==> src/cag_pkg.sv <==
// package: constants and carrier types for core address generation
// assumes one 100 mhz clock and a classic wishbone register bus
package cag_pkg;
    // word and field layout, position p of a word sits at index 35-p
    localparam int unsigned CAG_AW        = 15;
    localparam int unsigned CAG_WW        = 36;
    localparam int unsigned CAG_BASE_LSB  = 0;
    localparam int unsigned CAG_TAG_LSB   = 15;
    localparam int unsigned CAG_TAG_W     = 3;
    localparam int unsigned CAG_FLAG_LSB  = 22;
    localparam int unsigned CAG_FLAG_W    = 2;
    localparam logic [1:0]  CAG_FLAG_IND  = 2'h3;
    // register byte offsets
    localparam logic [7:0] CAG_OFS_CMD   = 8'h00;
    localparam logic [7:0] CAG_OFS_CFG   = 8'h04;
    localparam logic [7:0] CAG_OFS_IC    = 8'h08;
    localparam logic [7:0] CAG_OFS_KEYS  = 8'h0C;
    localparam logic [7:0] CAG_OFS_XRA   = 8'h10;
    localparam logic [7:0] CAG_OFS_XRB   = 8'h14;
    localparam logic [7:0] CAG_OFS_XRC   = 8'h18;
    localparam logic [7:0] CAG_OFS_ACC   = 8'h1C;
    localparam logic [7:0] CAG_OFS_ASR   = 8'h20;
    localparam logic [7:0] CAG_OFS_MAL   = 8'h24;
    localparam logic [7:0] CAG_OFS_STAT  = 8'h28;
    localparam logic [7:0] CAG_OFS_INSLO = 8'h2C;
    localparam logic [7:0] CAG_OFS_INSHI = 8'h30;
    localparam logic [7:0] CAG_OFS_OPLO  = 8'h34;
    localparam logic [7:0] CAG_OFS_OPHI  = 8'h38;
    // command bits
    localparam int unsigned CAG_CMD_FETCH = 0;
    localparam int unsigned CAG_CMD_CHA   = 1;
    localparam int unsigned CAG_CMD_MANIC = 2;
    localparam int unsigned CAG_CMD_MANKY = 3;
    localparam int unsigned CAG_CMD_TSTEP = 4;
    localparam int unsigned CAG_CMD_XFER  = 5;
    localparam int unsigned CAG_CFG_XRCLS = 0;
    // reset values
    localparam logic [14:0] CAG_RST_ADDR = 15'h0000;
    localparam logic [35:0] CAG_RST_WORD = 36'h0_0000_0000;
    typedef enum logic [9:0] {
        CAG_IDLE = 10'h001,
        CAG_IASR = 10'h002,
        CAG_IMAL = 10'h004,
        CAG_IWT  = 10'h008,
        CAG_ILAT = 10'h010,
        CAG_EMAL = 10'h020,
        CAG_EWT  = 10'h040,
        CAG_IAL  = 10'h080,
        CAG_CWT  = 10'h100,
        CAG_LSTP = 10'h200
    } cag_state_type;
    typedef struct packed {
        logic        load;
        logic [14:0] addr;
    } cag_mem_req_type;
    typedef struct packed {
        logic        valid;
        logic [35:0] data;
    } cag_mem_rsp_type;
    typedef struct packed {
        logic        req;
        logic [14:0] addr;
    } cag_ovl_req_type;
endpackage

==> src/cag_core.sv <==
// core address generation: counter, staging register, address latch
// assumes memory and overlapped channels share clk_i
// Operation
// - loading the address latch starts memory decoding, with a load pulse; manual and transfer commands load it with no pulse
// - processor and channel a load the latch only from staging register
// - fetch copies the counter unchanged to staging, then to the latch
// - after the fetched instruction arrives, counter steps by one
// - channel a uses accumulator address bits as an incrementing counter
// - instruction bits 21 to 35 are the base address
// - bits 18 to 20 are the tag; nonzero tag selects index register
// - indexed effective address is base minus selected index register
// - without indexing the base address passes unchanged
// - effective address goes to staging register, then to the latch
// - flag bits 12 and 13 both one read the address from core
// - address formation only in i and e cycles; l makes no reference
// - counter is 15 bits and holds the next instruction address
// - counter steps once per i cycle, or in l cycle on test
// - lowest position toggles each step, higher ones binary up count
// - a position rises only when all lower are one, clearing them
// - staging register loads from adder, counter, accumulator (channel a) or console keys
// - counter feeds staging for sequential fetch and manual use
// - adder feeds staging for operands and taken one cycle transfers
// - indirect trigger makes next cycle an indirect fetch, flags ignored
// - indirect trigger is set only in late i cycle, one level deep
`timescale 1ns/1ps
`default_nettype none
module cag_core (
    input  wire logic                     clk_i,
    input  wire logic                     rst_i,
    input  wire logic                     wb_cyc_i,
    input  wire logic                     wb_stb_i,
    input  wire logic                     wb_we_i,
    input  wire logic [7:0]               wb_adr_i,
    input  wire logic [31:0]              wb_dat_i,
    input  wire logic [3:0]               wb_sel_i,
    output logic      [31:0]              wb_dat_o,
    output logic                          wb_ack_o,
    input  wire cag_pkg::cag_mem_rsp_type mem_rsp_i,
    input  wire cag_pkg::cag_ovl_req_type ovl_req_i,
    output cag_pkg::cag_mem_req_type      mem_req_o
);
    import cag_pkg::*;

    cag_state_type state_ff;
    cag_state_type nxt_state;
    logic [14:0] ic_ff;
    logic [14:0] keys_ff;
    logic [14:0] xra_ff;
    logic [14:0] xrb_ff;
    logic [14:0] xrc_ff;
    logic [14:0] acc_ff;
    logic [14:0] asr_ff;
    logic [14:0] mal_ff;
    logic        load_ff;
    logic        ind_ff;
    logic        xrcls_ff;
    logic        xfer_ff;
    logic        cha_ff;
    logic [35:0] ins_ff;
    logic [35:0] op_ff;
    logic        ack_ff;
    logic [31:0] dat_ff;
    logic        wr_en;
    logic        rd_en;
    logic [14:0] ic_next;
    logic [14:0] acc_next;
    logic [14:0] base;
    logic [2:0]  tag;
    logic [14:0] xr_sel;
    logic [14:0] eff_addr;
    logic        busy;
    logic        ind_req;
    logic        stall;
    logic        man_ic_ff;
    logic        man_ky_ff;

    // per position step: toggle when every lower position is one
    function automatic logic [14:0] bin_step(input logic [14:0] v);
        logic [15:0] carry;
        logic [14:0] r;
        carry = 16'h0001;
        r = v;
        for (int i = 0; i < 15; i++) begin
            r[i] = v[i] ^ carry[i];
            carry[i + 1] = carry[i] & v[i];
        end
        return r;
    endfunction

    // merge a 15 bit field with byte enables
    function automatic logic [14:0] wmerge(
        input logic [14:0] old_v,
        input logic [31:0] d,
        input logic [3:0]  sel
    );
        logic [14:0] r;
        r = old_v;
        if (sel[0]) begin
            r[7:0] = d[7:0];
        end
        if (sel[1]) begin
            r[14:8] = d[14:8];
        end
        return r;
    endfunction

    // wishbone strobes
    assign wr_en = wb_cyc_i & wb_stb_i & wb_we_i & ack_ff;
    assign rd_en = wb_cyc_i & wb_stb_i & ~ack_ff;
    assign busy = (state_ff != CAG_IDLE);
    assign stall = ovl_req_i.req;

    assign ic_next = bin_step(ic_ff);
    assign acc_next = bin_step(acc_ff);

    // address fields of the held instruction word
    assign base = ins_ff[CAG_BASE_LSB +: CAG_AW];
    assign tag = ins_ff[CAG_TAG_LSB +: CAG_TAG_W];
    assign ind_req = (ins_ff[CAG_FLAG_LSB +: CAG_FLAG_W] == CAG_FLAG_IND);

    // tag bits pick index registers; several bits or their contents
    always_comb begin
        xr_sel = 15'h0000;
        if (!xrcls_ff) begin
            if (tag[0]) begin
                xr_sel = xr_sel | xra_ff;
            end
            if (tag[1]) begin
                xr_sel = xr_sel | xrb_ff;
            end
            if (tag[2]) begin
                xr_sel = xr_sel | xrc_ff;
            end
        end
    end

    // zero select gives the base unchanged
    assign eff_addr = base - xr_sel;

    // sequencer
    always_comb begin
        nxt_state = state_ff;
        case (state_ff)
            CAG_IDLE: begin
                if (wr_en && wb_adr_i == CAG_OFS_CMD && wb_sel_i[0]) begin
                    if (wb_dat_i[CAG_CMD_FETCH]) begin
                        nxt_state = CAG_IASR;
                    end else if (wb_dat_i[CAG_CMD_CHA]) begin
                        nxt_state = CAG_IASR;
                    end else if (wb_dat_i[CAG_CMD_MANIC]) begin
                        nxt_state = CAG_IASR;
                    end else if (wb_dat_i[CAG_CMD_MANKY]) begin
                        nxt_state = CAG_IASR;
                    end else if (wb_dat_i[CAG_CMD_TSTEP]) begin
                        nxt_state = CAG_LSTP;
                    end else if (wb_dat_i[CAG_CMD_XFER]) begin
                        nxt_state = CAG_ILAT;
                    end
                end
            end
            CAG_IASR: begin
                nxt_state = CAG_IMAL;
            end
            CAG_IMAL: begin
                if (!stall) begin
                    nxt_state = (man_ic_ff || man_ky_ff) ? CAG_IDLE
                              : (cha_ff ? CAG_CWT : CAG_IWT);
                end
            end
            CAG_IWT: begin
                if (mem_rsp_i.valid) begin
                    nxt_state = CAG_ILAT;
                end
            end
            CAG_ILAT: begin
                nxt_state = CAG_EMAL;
            end
            CAG_EMAL: begin
                if (!stall) begin
                    nxt_state = xfer_ff ? CAG_IDLE : CAG_EWT;
                end
            end
            CAG_EWT: begin
                if (mem_rsp_i.valid) begin
                    nxt_state = ind_ff ? CAG_IAL : CAG_IDLE;
                end
            end
            CAG_IAL: begin
                nxt_state = CAG_EMAL;
            end
            CAG_CWT: begin
                if (mem_rsp_i.valid) begin
                    nxt_state = CAG_IDLE;
                end
            end
            CAG_LSTP: begin
                nxt_state = CAG_IDLE;
            end
            default: begin
                nxt_state = CAG_IDLE;
            end
        endcase
    end

    always_ff @(posedge clk_i) begin
        if (rst_i) begin
            state_ff <= CAG_IDLE;
        end else begin
            state_ff <= nxt_state;
        end
    end

    // command kind latched at start; manual and channel flags
    always_ff @(posedge clk_i) begin
        if (rst_i) begin
            cha_ff <= 1'b0;
            xfer_ff <= 1'b0;
            man_ic_ff <= 1'b0;
            man_ky_ff <= 1'b0;
        end else if (state_ff == CAG_IDLE && nxt_state != CAG_IDLE) begin
            cha_ff <= ~wb_dat_i[CAG_CMD_FETCH] & wb_dat_i[CAG_CMD_CHA];
            xfer_ff <= (nxt_state == CAG_ILAT);
            man_ic_ff <= ~wb_dat_i[CAG_CMD_FETCH] & ~wb_dat_i[CAG_CMD_CHA]
                         & wb_dat_i[CAG_CMD_MANIC];
            man_ky_ff <= ~wb_dat_i[CAG_CMD_FETCH] & ~wb_dat_i[CAG_CMD_CHA]
                         & ~wb_dat_i[CAG_CMD_MANIC] & wb_dat_i[CAG_CMD_MANKY];
        end
    end

    // staging register source select
    always_ff @(posedge clk_i) begin
        if (rst_i) begin
            asr_ff <= CAG_RST_ADDR;
        end else if (state_ff == CAG_IASR) begin
            if (cha_ff) begin
                asr_ff <= acc_ff;
            end else if (man_ky_ff) begin
                asr_ff <= keys_ff;
            end else begin
                asr_ff <= ic_ff;
            end
        end else if (state_ff == CAG_ILAT || state_ff == CAG_IAL) begin
            asr_ff <= eff_addr;
        end
    end

    // address latch and decode start pulse
    always_ff @(posedge clk_i) begin
        if (rst_i) begin
            mal_ff <= CAG_RST_ADDR;
            load_ff <= 1'b0;
        end else if (ovl_req_i.req) begin
            mal_ff <= ovl_req_i.addr;
            load_ff <= 1'b1;
        end else if (state_ff == CAG_IMAL || state_ff == CAG_EMAL) begin
            mal_ff <= asr_ff;
            load_ff <= ~xfer_ff & ~man_ic_ff & ~man_ky_ff;
        end else begin
            load_ff <= 1'b0;
        end
    end

    // instruction counter: set from bus or from staging on transfer, step per i cycle or test step
    always_ff @(posedge clk_i) begin
        if (rst_i) begin
            ic_ff <= CAG_RST_ADDR;
        end else if (state_ff == CAG_IWT && mem_rsp_i.valid) begin
            ic_ff <= ic_next;
        end else if (state_ff == CAG_LSTP) begin
            ic_ff <= ic_next;
        end else if (state_ff == CAG_EMAL && xfer_ff && !stall) begin
            ic_ff <= asr_ff;
        end else if (wr_en && !busy && wb_adr_i == CAG_OFS_IC) begin
            ic_ff <= wmerge(ic_ff, wb_dat_i, wb_sel_i);
        end
    end

    // channel a address steps after each word
    always_ff @(posedge clk_i) begin
        if (rst_i) begin
            acc_ff <= CAG_RST_ADDR;
        end else if (state_ff == CAG_CWT && mem_rsp_i.valid) begin
            acc_ff <= acc_next;
        end else if (wr_en && !busy && wb_adr_i == CAG_OFS_ACC) begin
            acc_ff <= wmerge(acc_ff, wb_dat_i, wb_sel_i);
        end
    end

    // instruction word; in indirect fetch flags are kept from the first word
    always_ff @(posedge clk_i) begin
        if (rst_i) begin
            ins_ff <= CAG_RST_WORD;
        end else if (state_ff == CAG_IWT && mem_rsp_i.valid) begin
            ins_ff <= mem_rsp_i.data;
        end else if (state_ff == CAG_EWT && mem_rsp_i.valid && ind_ff) begin
            ins_ff[CAG_TAG_LSB + CAG_TAG_W - 1:0] <=
                mem_rsp_i.data[CAG_TAG_LSB + CAG_TAG_W - 1:0];
        end
    end

    // operand word captured at the end of the e cycle
    always_ff @(posedge clk_i) begin
        if (rst_i) begin
            op_ff <= CAG_RST_WORD;
        end else if (state_ff == CAG_EWT && mem_rsp_i.valid && !ind_ff) begin
            op_ff <= mem_rsp_i.data;
        end else if (state_ff == CAG_CWT && mem_rsp_i.valid) begin
            op_ff <= mem_rsp_i.data;
        end
    end

    // indirect trigger set only in late i, cleared when indirect word lands
    always_ff @(posedge clk_i) begin
        if (rst_i) begin
            ind_ff <= 1'b0;
        end else if (state_ff == CAG_ILAT) begin
            ind_ff <= ind_req & ~xfer_ff;
        end else if (state_ff == CAG_EWT && mem_rsp_i.valid) begin
            ind_ff <= 1'b0;
        end
    end

    // software held registers
    always_ff @(posedge clk_i) begin
        if (rst_i) begin
            keys_ff <= CAG_RST_ADDR;
            xra_ff <= CAG_RST_ADDR;
            xrb_ff <= CAG_RST_ADDR;
            xrc_ff <= CAG_RST_ADDR;
            xrcls_ff <= 1'b0;
        end else if (wr_en && !busy) begin
            if (wb_adr_i == CAG_OFS_KEYS) begin
                keys_ff <= wmerge(keys_ff, wb_dat_i, wb_sel_i);
            end else if (wb_adr_i == CAG_OFS_XRA) begin
                xra_ff <= wmerge(xra_ff, wb_dat_i, wb_sel_i);
            end else if (wb_adr_i == CAG_OFS_XRB) begin
                xrb_ff <= wmerge(xrb_ff, wb_dat_i, wb_sel_i);
            end else if (wb_adr_i == CAG_OFS_XRC) begin
                xrc_ff <= wmerge(xrc_ff, wb_dat_i, wb_sel_i);
            end else if (wb_adr_i == CAG_OFS_CFG && wb_sel_i[0]) begin
                xrcls_ff <= wb_dat_i[CAG_CFG_XRCLS];
            end
        end
    end

    // bus answer one cycle after request, read data registered
    always_ff @(posedge clk_i) begin
        if (rst_i) begin
            ack_ff <= 1'b0;
        end else begin
            ack_ff <= wb_cyc_i & wb_stb_i & ~ack_ff;
        end
    end

    always_ff @(posedge clk_i) begin
        if (rst_i) begin
            dat_ff <= 32'h0000_0000;
        end else if (rd_en) begin
            if (wb_adr_i == CAG_OFS_CFG) begin
                dat_ff <= {31'h0000_0000, xrcls_ff};
            end else if (wb_adr_i == CAG_OFS_IC) begin
                dat_ff <= {17'h0_0000, ic_ff};
            end else if (wb_adr_i == CAG_OFS_KEYS) begin
                dat_ff <= {17'h0_0000, keys_ff};
            end else if (wb_adr_i == CAG_OFS_XRA) begin
                dat_ff <= {17'h0_0000, xra_ff};
            end else if (wb_adr_i == CAG_OFS_XRB) begin
                dat_ff <= {17'h0_0000, xrb_ff};
            end else if (wb_adr_i == CAG_OFS_XRC) begin
                dat_ff <= {17'h0_0000, xrc_ff};
            end else if (wb_adr_i == CAG_OFS_ACC) begin
                dat_ff <= {17'h0_0000, acc_ff};
            end else if (wb_adr_i == CAG_OFS_ASR) begin
                dat_ff <= {17'h0_0000, asr_ff};
            end else if (wb_adr_i == CAG_OFS_MAL) begin
                dat_ff <= {17'h0_0000, mal_ff};
            end else if (wb_adr_i == CAG_OFS_STAT) begin
                dat_ff <= {20'h0_0000, ind_ff, 1'b0, state_ff};
            end else if (wb_adr_i == CAG_OFS_INSLO) begin
                dat_ff <= ins_ff[31:0];
            end else if (wb_adr_i == CAG_OFS_INSHI) begin
                dat_ff <= {28'h000_0000, ins_ff[35:32]};
            end else if (wb_adr_i == CAG_OFS_OPLO) begin
                dat_ff <= op_ff[31:0];
            end else if (wb_adr_i == CAG_OFS_OPHI) begin
                dat_ff <= {28'h000_0000, op_ff[35:32]};
            end else begin
                dat_ff <= 32'h0000_0000;
            end
        end
    end

    assign wb_ack_o = ack_ff;
    assign wb_dat_o = dat_ff;
    assign mem_req_o.load = load_ff;
    assign mem_req_o.addr = mal_ff;
endmodule
`default_nettype wire

==> config.mk <==
export PLATFORM = sky130hd
export DESIGN_NAME = cag_core
export DESIGN_NICKNAME = d
export VERILOG_FILES = /design/src/cag_pkg.sv /design/src/cag_core.sv
export SDC_FILE = /design/constraint.sdc
export NUM_CORES = 1
export LEC_CHECK = 0
export ABC_AREA = 1
export BUFFER_PORTS_ARGS = -buffer_cell sky130_fd_sc_hd__buf_4
export CORE_MARGIN = 5
export CORE_UTILIZATION = 30
export CTS_BUF_LIST = sky130_fd_sc_hd__clkbuf_16
export DETAILED_ROUTE_END_ITERATION = 16
export GPL_ROUTABILITY_DRIVEN = 0
export SYNTH_ARGS = -nofsm -noshare
export SYNTH_HDL_FRONTEND = slang
export SYNTH_SLANG_ARGS = --single-unit
==> constraint.sdc <==
create_clock -name clk_i -period 3.4 [get_ports clk_i]
set_input_delay 0.68 -clock clk_i [delete_from_list [all_inputs] [get_ports clk_i]]
set_output_delay 0.68 -clock clk_i [all_outputs]
set_load 0.02 [all_outputs]
==> results.yml, run 1 <==
outcome:
  outcome: "finished clean"
setup_path:
  r2r_start: "ic_ff[0]"
  worst-setup-path-type: "flop to flop"
  path_common_cell: "ha_1"
  crit_required_ps: 3810
  crit_path_end_kind: "flop"
  worstPathArrival_ps: 3650
  r2r_slack_ps: 160
  crit_path_start_kind: "flop"
  rr_endpoint: "ic_ff[14]"
  worst-path-max-fanout: 4
  critPathMaxStageDelay_ps: 340
  crit_chain: "ha_1 -> ha_1 -> ha_1 -> ha_1 -> ha_1 -> ha_1 -> ha_1 -> ha_1 -> ha_1 -> ha_1 -> ha_1 -> ha_1 -> ha_1 -> xor2_1 -> o211ai_2 -> a21oi_2"
  reg2reg_depth: 16
  slowest_stage: "dfxtp_1"
  path_buf_inv: 0
  path_delay_family: "adder cells"
sta:
  rsz0062_at_grt: "no"
  max_freq_ghz: 0.3090
  fin_skew_ps: 15.36
  fin_tns_setup_ps: 0
  min_period_ps: 3237
  setup_ws_ps: 163.4
  worst_pin_slew_ps: 995.4
  finalSetupViolations: 0
  slew_violations: 0
  max_slew_margin_pct: 32.80
  period_share_pct: 95.19
  report.final.hold_viol_count: 0
yosys:
  netlist_instances: 1935
  synthFlopType: "dfxtp_1"
  synth_edf_count: 0
  synth_top_area_cell: "dfxtp_1"
  netlist_area_um2: 13130
  syn_avg_cell_area_um2: 6.784
  ys_top_cells_by_count: "nand2_1, dfxtp_1, a21oi_1, o21ai_0, nor2_1"
  synth_top_area_share_pct: 36.90
  yosysSeqAreaShare_pct: 36.90
  synth-seq-cells: 242
  syn_nets: 2078
  synth_warnings: 0
  synth.distinct_cells: 56
  yosysMostFrequentCell: "nand2_1"
  synth.top_cells.by_area: "dfxtp_1, nand2_1, a21oi_1"
  synthArstFlopShare_pct: 0
floorplan:
  core_area_um2: 43170
  die_h_um: 219.2
  ios: 151
  row_count: 76
  die-area_um2: 48040
  die_x_um: 219.2
  start_util_pct: 30.41
layout:
  nFillCells: 4644
  fin_nets: 2178
  multi_input_area_um2: 7189
  ff_latch_area_um2: 4847
  drive_gt1_share_pct: 14.01
  diodes: 0
  syn2layout_area_growth_pct: 18.67
detailed_routing:
  via_per_inst: 5.242
  met3_length_um: 4401
  drt.antenna.violating_nets: 0
  drt_iter0_drc: 1278
  drc: 0
  vias: 13840
  wire_per_inst_um: 19.04
  totalWireLength_um: 50250
  dr.pass1.iters: 5
  wl_met1_um: 21270
  top_layer_used: "met5"
  wl_met2_um: 22700
job:
  drv_cap: 0
grt:
  grt_pass1_vias: 13000
  overflow: 0
  grt_pass1_wl_um: 76120
  grt_max_degree: 56
  grtUsageTotal_pct: 20.15
  grt_antenna_before_repair: 1
hold_path:
  min_to: "op_ff[20]"
  hp-start: "mem_rsp_i[20]"
  holdCritPathClass: "input port to flop"
  holdPathStages: 3
power_and_ir_drop:
  p_leak_nw: 6.527
  combPwrFrac_pct: 5.7
  power_density_nw_per_um2: 391.8
  p_seq_share_pct: 46.8
  p_sw_mw: 1.465
  peakVddDrop_mv: 0.2885
  power.internal_mw: 4.639
  clkPwrFrac_pct: 47.4
  sw_frac_of_total_pct: 24.00
cts:
  htree_levels: 1
  path_clk_slew_ps: 60
  cts_made_buffers: 27
  tritoncts: "built"
  cts-root-buf: "clkbuf_16"
  ctsResizeCount: 0
  cts_max_path_buffers: 3
  hold_buffers: 0
  post-cts-setup-buffers: 0
  clkSinkCount: 242
  clk-insertion-delay-late_ps: 550
placed_design:
  hpwl_um: 38340
  io_buffers: 131
  place_ws_ps: 131.6
## cell usage in the layout, fill, tap and decap left out, types with 7 or more instances in the layout
cell	instances
nand2_1	435
a31oi_1	22
clkbuf_16	27
nand4_1	24
clkinv_1	9
o211ai_1	17
ha_1	37
nand2_2	8
o21ai_0	230
buf_4	168
nor2_1	162
a22oi_1	7
inv_2	13
nor2_2	11
nand3_1	88
a21oi_1	229
nor2_4	15
nor3_1	48
clkinv_2	8
o21ai_1	15
inv_1	159
dfxtp_1	240
## power by group through the flow
stage               combinational [mW]  sequential [mW]  clock, mW
floorplan                        0.143             2.93          0
detailed placement               0.349             2.92          0
finish                           0.350             2.86       2.89
global route                     0.379             2.86       3.03
CTS                              0.350             2.86       2.91
global placement                 0.347             2.92          0
## final cells by class
| type | instances | share of cell area [%] |
|---|---|---|
| inverter | 173 | 4.208 |
| tap | 585 | 4.698 |
| timing repair buffer | 170 | 8.353 |
| sequential | 242 | 31.11 |
| multi-input combinational | 1421 | 46.15 |
| clock inverter | 22 | 1.140 |
| clock buffer | 27 | 4.337 |
## layer usage
metal / vias to the layer above / global-route usage [%]
li1: 6697 / -
met1: 6414 / 27.32
met2: 623 / 32.28
met3: 104 / 3.876
met4: 2 / 6.720
met5: - / 0
## metrics by stage
step | hold WS, ps | power (mW) | utilization, % | cells | instance area (um^2)
2_1_floorplan | 423.7 | 3.074 | - | 1935 | 13130
3_3_place_gp | 434.1 | 3.269 | 34.07 | 2591 | 14710
3_5_place_dp | 442.2 | 3.272 | 34.07 | 2591 | 14710
4_1_cts | 366.1 | 6.119 | 36.05 | 2640 | 15560
5_1_grt | 386.1 | 6.264 | 36.09 | 2640 | 15580
6_report | 377.7 | 6.104 | 36.09 | 2640 | 15580
## worst register-to-register path, delay by kind of cell, from the launching register on
family / cells / cell delay [ps]
compound gates: 2 / 230
xor+xnor: 1 / 150
fa+ha+maj: 13 / 2380
flops: 1 / 340
## worst max path at each step
stage | start | to | cells after the start
floorplan | acc_ff[0] | acc_ff[14] | 16
global placement | acc_ff[0] | acc_ff[14] | 16
detailed placement | acc_ff[0] | acc_ff[14] | 16
CTS | acc_ff[1] | acc_ff[14] | 16
global route | acc_ff[0] | acc_ff[14] | 16
finish | ic_ff[0] | ic_ff[14] | 16
## kinds of logic after synthesis
logic type	count (synthesis)	synth area share (%)
buf+inv	272	8.464
simple gates	814	27.17
compound gates	556	22.79
flops	242	36.90
fa+ha+maj	41	3.965
xor+xnor	7	0.4670
mux	3	0.2383
(Power assumes the default switching activity.)
==> run 2, diff against run 1 <==
--- a/config.mk
+++ b/config.mk
@@ -12,6 +12,7 @@
 export CTS_BUF_LIST = sky130_fd_sc_hd__clkbuf_16
 export DETAILED_ROUTE_END_ITERATION = 16
 export GPL_ROUTABILITY_DRIVEN = 0
+export PLACE_DENSITY = 0.47
 export SYNTH_ARGS = -nofsm -noshare
 export SYNTH_HDL_FRONTEND = slang
 export SYNTH_SLANG_ARGS = --single-unit
==> run 2 against run 1 <==
Core utilization grew 0.25 points. Sequential share of layout area shrank 0.22 points. Total power grew 4.8%. Global-route usage grew 1.7 points. Routed wire length grew 7.6%. First-iteration DRC count shrank 8.9%. Worst hold slack lost 22 ps. Maximum frequency grew 0.36%. Combinational power is essentially flat. Die area is the same. Flip-flop and latch count is the same. Largest power group unchanged.
==> results.yml, run 2 (synthesized netlist as in run 1, its figures left out) <==
outcome:
  outcome: "finished clean"
cts:
  post-cts-setup-buffers: 0
  path_clk_slew_ps: 70
  tritoncts: "built"
  cts_made_buffers: 28
  cts-root-buf: "clkbuf_16"
  clk-insertion-delay-late_ps: 560
  htree_levels: 1
  clkSinkCount: 242
  cts_max_path_buffers: 3
power_and_ir_drop:
  power_density_nw_per_um2: 407.6
  peakVddDrop_mv: 0.3105
  power_mw: 6.395
  p_leak_nw: 6.557
detailed_routing:
  drc: 0
  wire_per_inst_um: 20.48
  drt_iter0_drc: 1164
  totalWireLength_um: 54090
  vias: 13690
  drt.antenna.violating_nets: 0
  dr.pass1.iters: 6
  via_per_inst: 5.184
setup_path:
  r2r_slack_ps: 170
  critical_path_cell_count: 16
  crit_path_start_kind: "flop"
  worst-path-max-fanout: 4
  slowest_stage: "dfxtp_2"
  crit_chain: "ha_1 -> ha_1 -> ha_2 -> ha_2 -> ha_1 -> ha_1 -> ha_2 -> ha_1 -> ha_1 -> ha_2 -> ha_1 -> ha_1 -> ha_1 -> nand2_1 -> mux2_2 -> a21oi_2"
  reg2reg_depth: 16
  path_buf_inv: 0
  path_delay_family: "adder cells"
  path_common_cell: "ha_1"
  r2r_start: "acc_ff[0]"
  worstPathArrival_ps: 3720
  rr_endpoint: "acc_ff[14]"
  crit_required_ps: 3900
  critPathMaxStageDelay_ps: 340
  worst-setup-path-type: "flop to flop"
  crit_path_end_kind: "flop"
  crit_end: "acc_ff[14]"
  crit_path_start: "acc_ff[0]"
sta:
  whs_ps: 355.7
  fin_skew_ps: 10.72
  max_freq_ghz: 0.3101
  finalSetupViolations: 0
  slew_violations: 0
  min_period_ps: 3225
  report.final.hold_viol_count: 0
  period_share_pct: 94.85
  max_slew_margin_pct: 37.84
  worst_pin_slew_ps: 920.7
layout:
  diodes: 0
  final_cell_mix: "nand2_1, dfxtp_1, o21ai_0"
  ff_latch_area_um2: 4847
  final_cell_area_um2: 15690
  multi_input_area_um2: 7188
  drive_gt1_share_pct: 14.49
  fin_nets: 2182
  finish.utilization_pct: 36.34
  nFillCells: 4795
  syn2layout_area_growth_pct: 19.51
  layout_commonest_cell: "nand2_1"
grt:
  overflow: 0
  grt_max_degree: 160
  grt.met2_usage_pct: 35.54
  grt_pass1_wl_um: 79850
  busiest_layer: "met2"
  grt_use_met3_pct: 3.131
  grtUsageTotal_pct: 21.81
  grt_antenna_before_repair: 1
  use_met1_pct: 29.77
  grt_pass1_vias: 12820
placed_design:
  io_buffers: 131
  hpwl_um: 40960
  dpl_cell_area_um2: 14730
floorplan:
  die_x_um: 219.2
  die_h_um: 219.2
  die-area_um2: 48040
  ios: 151
  start_util_pct: 30.41
  core_area_um2: 43170
  row_count: 76
hold_path:
  holdCritPathClass: "input port to flop"
job:
  drv_cap: 0
## run 2: cell types whose count changed in the layout (fill, tap and decap cells not counted), sizes merged
cell / before / now
buf: 170 / 173
clkinv: 19 / 16
clkbuf: 27 / 29
inv: 173 / 169
clkinvlp: 0 / 1
bufinv: 3 / 5
## run 2: power breakdown
part | leakage [nW] | switching (mW) | total (mW) | internal (mW)
Sequential | 1.95 | 0.0135 | 2.86 | 2.85
Combinational | 4.13 | 0.224 | 0.348 | 0.124
Clock | 0.470 | 1.28 | 3.19 | 1.91
Total | 6.56 | 1.51 | 6.39 | 4.88
## run 2: what timing repair did
item,in CTS,in global routing
resized for setup,0,7
endpoints found under the setup margin,0,1
hold buffers,0,0
## run 2: worst register-to-register path, cell delays in order, from the launching register on
cell	delay, ps
dfxtp_2	340
ha_1	200
ha_1	190
ha_2	180
ha_2	170
ha_1	170
ha_1	180
ha_2	180
ha_1	180
ha_1	190
ha_2	160
ha_1	170
ha_1	180
ha_1	180
nand2_1	70
mux2_2	330
a21oi_2	110
## run 2: per-layer routing
layer,share of wire [%],vias up,routed length (um)
met1,44,6457,24020
met5,0.017,-,9
met4,3.8,2,2081
met3,5.7,100,3092
li1,-,6705,-
met2,46,427,24880
## run 2: per-stage QoR
step                      instances  TNS, ps  setup slack, ps
after floorplan                1935        0            300.9
after global placement         2594        0            107.4
after detailed placement       2594        0            101.6
after CTS                      2641        0            78.26
after global routing           2641  -0.2292          -0.2292
final                          2641        0            175.0
## run 2: how the worst min path moves through the flow
stage	start	end	slack, ps	cells past startpoint
floorplan	ins_ff[32]	ins_ff[32]	420	2
global placement	ins_ff[29]	ins_ff[29]	430	2
detailed placement	ins_ff[29]	ins_ff[29]	440	2
CTS	mem_rsp_i[19]	op_ff[19]	330	3
global route	mem_rsp_i[19]	op_ff[19]	340	3
finish	mem_rsp_i[19]	op_ff[19]	360	3
## run 2: cell type report
| type | instances | area share [%] |
|---|---|---|
| multi-input cells | 1421 | 45.82 |
| flip-flops and latches | 242 | 30.90 |
| repair buffers | 173 | 8.438 |
| well taps | 585 | 4.665 |
| clock buffers | 29 | 4.626 |
| inverters | 173 | 4.179 |
| clock inverters | 18 | 1.380 |
==> run 3, diff against run 2 <==
--- a/config.mk
+++ b/config.mk
@@ -5,7 +5,6 @@
 export SDC_FILE = /design/constraint.sdc
 export NUM_CORES = 1
 export LEC_CHECK = 0
-export ABC_AREA = 1
 export BUFFER_PORTS_ARGS = -buffer_cell sky130_fd_sc_hd__buf_4
 export CORE_MARGIN = 5
 export CORE_UTILIZATION = 30
==> run 3 against run 2 <==
Global-route usage up 0.29 points. Total power is 0.58% lower. Flip-flop and latch count is the same. Synthesized cell count fell by 14%. Design area rose by 2.9%. Setup slack lost 50 ps. Cell count shrank 9.5%. Sequential share of layout area is 0.88 points lower. First-iteration DRC count up 25%. Largest cell class unchanged. Largest power group unchanged.
==> results.yml, run 3 <==
placed_design:
  io_buffers: 131
  place_ws_ps: 67.05
  dpl_cell_area_um2: 15200
  dpl.cell_count: 2339
  hpwl_um: 42880
cts:
  tritoncts: "built"
  cts_max_path_buffers: 3
  clkSinkCount: 242
  htree_levels: 1
  cts-root-buf: "clkbuf_16"
  path_clk_slew_ps: 60
  clk-insertion-delay-late_ps: 590
  cts_made_buffers: 30
yosys:
  synth_edf_count: 0
  synth_top_area_cell: "dfxtp_1"
  synth.top_cells.by_area: "dfxtp_1, nand2_1, mux2i_1"
  yosysSeqAreaShare_pct: 36.24
  syn_nets: 1809
  synth_warnings: 0
  synthFlopType: "dfxtp_1"
  synth-seq-cells: 242
  synth.distinct_cells: 85
  syn_avg_cell_area_um2: 8.025
  yosysMostFrequentCell: "nand2_1"
  ys_top_cells_by_count: "nand2_1, dfxtp_1, nor2_1, a21oi_1, mux2i_1"
  netlist_instances: 1666
  synth_top_area_share_pct: 36.24
  synthArstFlopShare_pct: 0
  netlist_area_um2: 13370
setup_path:
  path_delay_family: "adder cells"
  path_common_cell: "ha_1"
  slowest_stage: "dfxtp_2"
  crit_chain: "ha_1 -> ha_1 -> ha_1 -> ha_1 -> ha_1 -> ha_1 -> ha_2 -> ha_1 -> ha_1 -> ha_1 -> ha_1 -> ha_1 -> ha_1 -> a22oi_2 -> a21oi_1"
  path_buf_inv: 0
  crit_path_end_kind: "flop"
  worstPathArrival_ps: 3720
  worst-setup-path-type: "flop to flop"
  worst-path-max-fanout: 4
  crit_path_start_kind: "flop"
  critPathMaxStageDelay_ps: 340
  crit_required_ps: 3840
detailed_routing:
  via_per_inst: 5.628
  dr.pass1.iters: 8
  wire_per_inst_um: 23.88
  vias: 13450
  drt.antenna.violating_nets: 0
  totalWireLength_um: 57070
  drc: 0
  drt_iter0_drc: 1459
grt:
  grt_pass1_vias: 12900
  grt_max_degree: 62
  overflow: 0
  grt_antenna_before_repair: 0
  grtUsageTotal_pct: 22.10
  grt_pass1_wl_um: 84440
sta:
  finalSetupViolations: 0
  max_slew_margin_pct: 46.52
  fin_tns_setup_ps: 0
  fin_skew_ps: 16.92
  setup_ws_ps: 124.5
  period_share_pct: 96.34
  slew_violations: 0
  max_freq_ghz: 0.3053
  min_period_ps: 3276
  rsz0062_at_grt: "no"
  report.final.hold_viol_count: 0
  worst_pin_slew_ps: 801.1
job:
  drv_cap: 0
hold_path:
  holdCritPathClass: "input port to flop"
layout:
  finish.utilization_pct: 36.60
  final_cell_area_um2: 16150
  fin_nets: 1922
  drive_gt1_share_pct: 17.85
  layout_commonest_cell: "nand2_1"
  post_layout_nonfiller_instances: 2390
  syn2layout_area_growth_pct: 20.80
  diodes: 0
  final_cell_mix: "nand2_1, dfxtp_1, buf_4"
outcome:
  outcome: "finished clean"
floorplan:
  ios: 151
  row_count: 77
  start_util_pct: 30.30
  die_h_um: 221.1
  core_area_um2: 44120
  die_x_um: 221.1
  die-area_um2: 48890
power_and_ir_drop:
  p_leak_nw: 6.007
  power_density_nw_per_um2: 393.7
  peakVddDrop_mv: 0.3705
run 3: cell count changes in the layout (fill, tap and decap cells not counted), sizes merged, moves of 38 or more:
cell,delta
a21oi,-56
buf,+38
inv,-153
mux2i,+104
nand2,-160
nand3,-72
o21ai,-184
run 3: worst paths after layout:
kind                              startpoint    endpoint  slack, ps  cells past startpoint
worst min register to register    ins_ff[31]  ins_ff[31]        450                      2
worst max-delay path               acc_ff[1]  acc_ff[13]        120                     15
worst min-delay path            ovl_req_i[6]   mal_ff[6]        320                      3
worst max register to register     acc_ff[1]  acc_ff[13]        120                     15
run 3: logic make-up after synthesis:
kind of cell / Yosys count / share of synthesized area (%)
AND/OR/NAND/NOR: 646 / 22.97
AO/OA/AOI/OAI: 464 / 22.85
flip-flops: 242 / 36.24
buffers and inverters: 143 / 4.352
multiplexers: 116 / 8.779
adder cells (fa/ha/maj): 41 / 3.893
XOR/XNOR: 14 / 0.9172
run 3: power by group:
| group | switching (mW) | internal, mW |
|---|---|---|
| clock | 1.30 | 1.74 |
| sequential | 0.0150 | 2.85 |
| combinational | 0.294 | 0.158 |
run 3: stage by stage:
stage | hold WS [ps] | total power, mW
5_1_grt | 316.1 | 6.563
4_1_cts | 300.0 | 6.436
6_report | 323.2 | 6.358
3_5_place_dp | 442.8 | 3.376
2_1_floorplan | 431.2 | 3.133
3_3_place_gp | 437.9 | 3.377
run 3: layout make-up:
class / count / area [um^2]
clock buffer: 30 / 750.7
clock inverter: 21 / 161.4
fill: 4721 / 27980
inverter: 13 / 48.80
multi-input combinational: 1281 / 7988
sequential: 242 / 4847
tap: 592 / 740.7
timing repair buffer: 211 / 1613
run 3: worst register-to-register path, stage by stage (launching register included):
cell and delay [ps]:
dfxtp_2 340, ha_1 180, ha_1 170, ha_1 180
ha_1 180, ha_1 190, ha_1 220, ha_2 220
ha_1 190, ha_1 210, ha_1 190, ha_1 180
ha_1 180, ha_1 280, a22oi_2 150, a21oi_1 80
run 3: what timing repair did:
action | in CTS | in global routing
hold buffers | 0 | 0
setup endpoints to repair | 0 | 5
resized for setup | 0 | 10
setup buffers | 0 | 0
endpoints found under the hold margin | 0 | 0
run 3: layer usage:
| layer | routed length [um] | vias up | track usage (%) | part of all wire [%] |
|---|---|---|---|---|
| li1 | - | 6261 | - | - |
| met4 | 2265 | 0 | 7.503 | 4.0 |
| met3 | 3854 | 117 | 3.764 | 6.8 |
| met2 | 26240 | 558 | 36.05 | 46 |
| met5 | 0 | - | 0 | 0 |
| met1 | 24710 | 6514 | 29.73 | 43 |
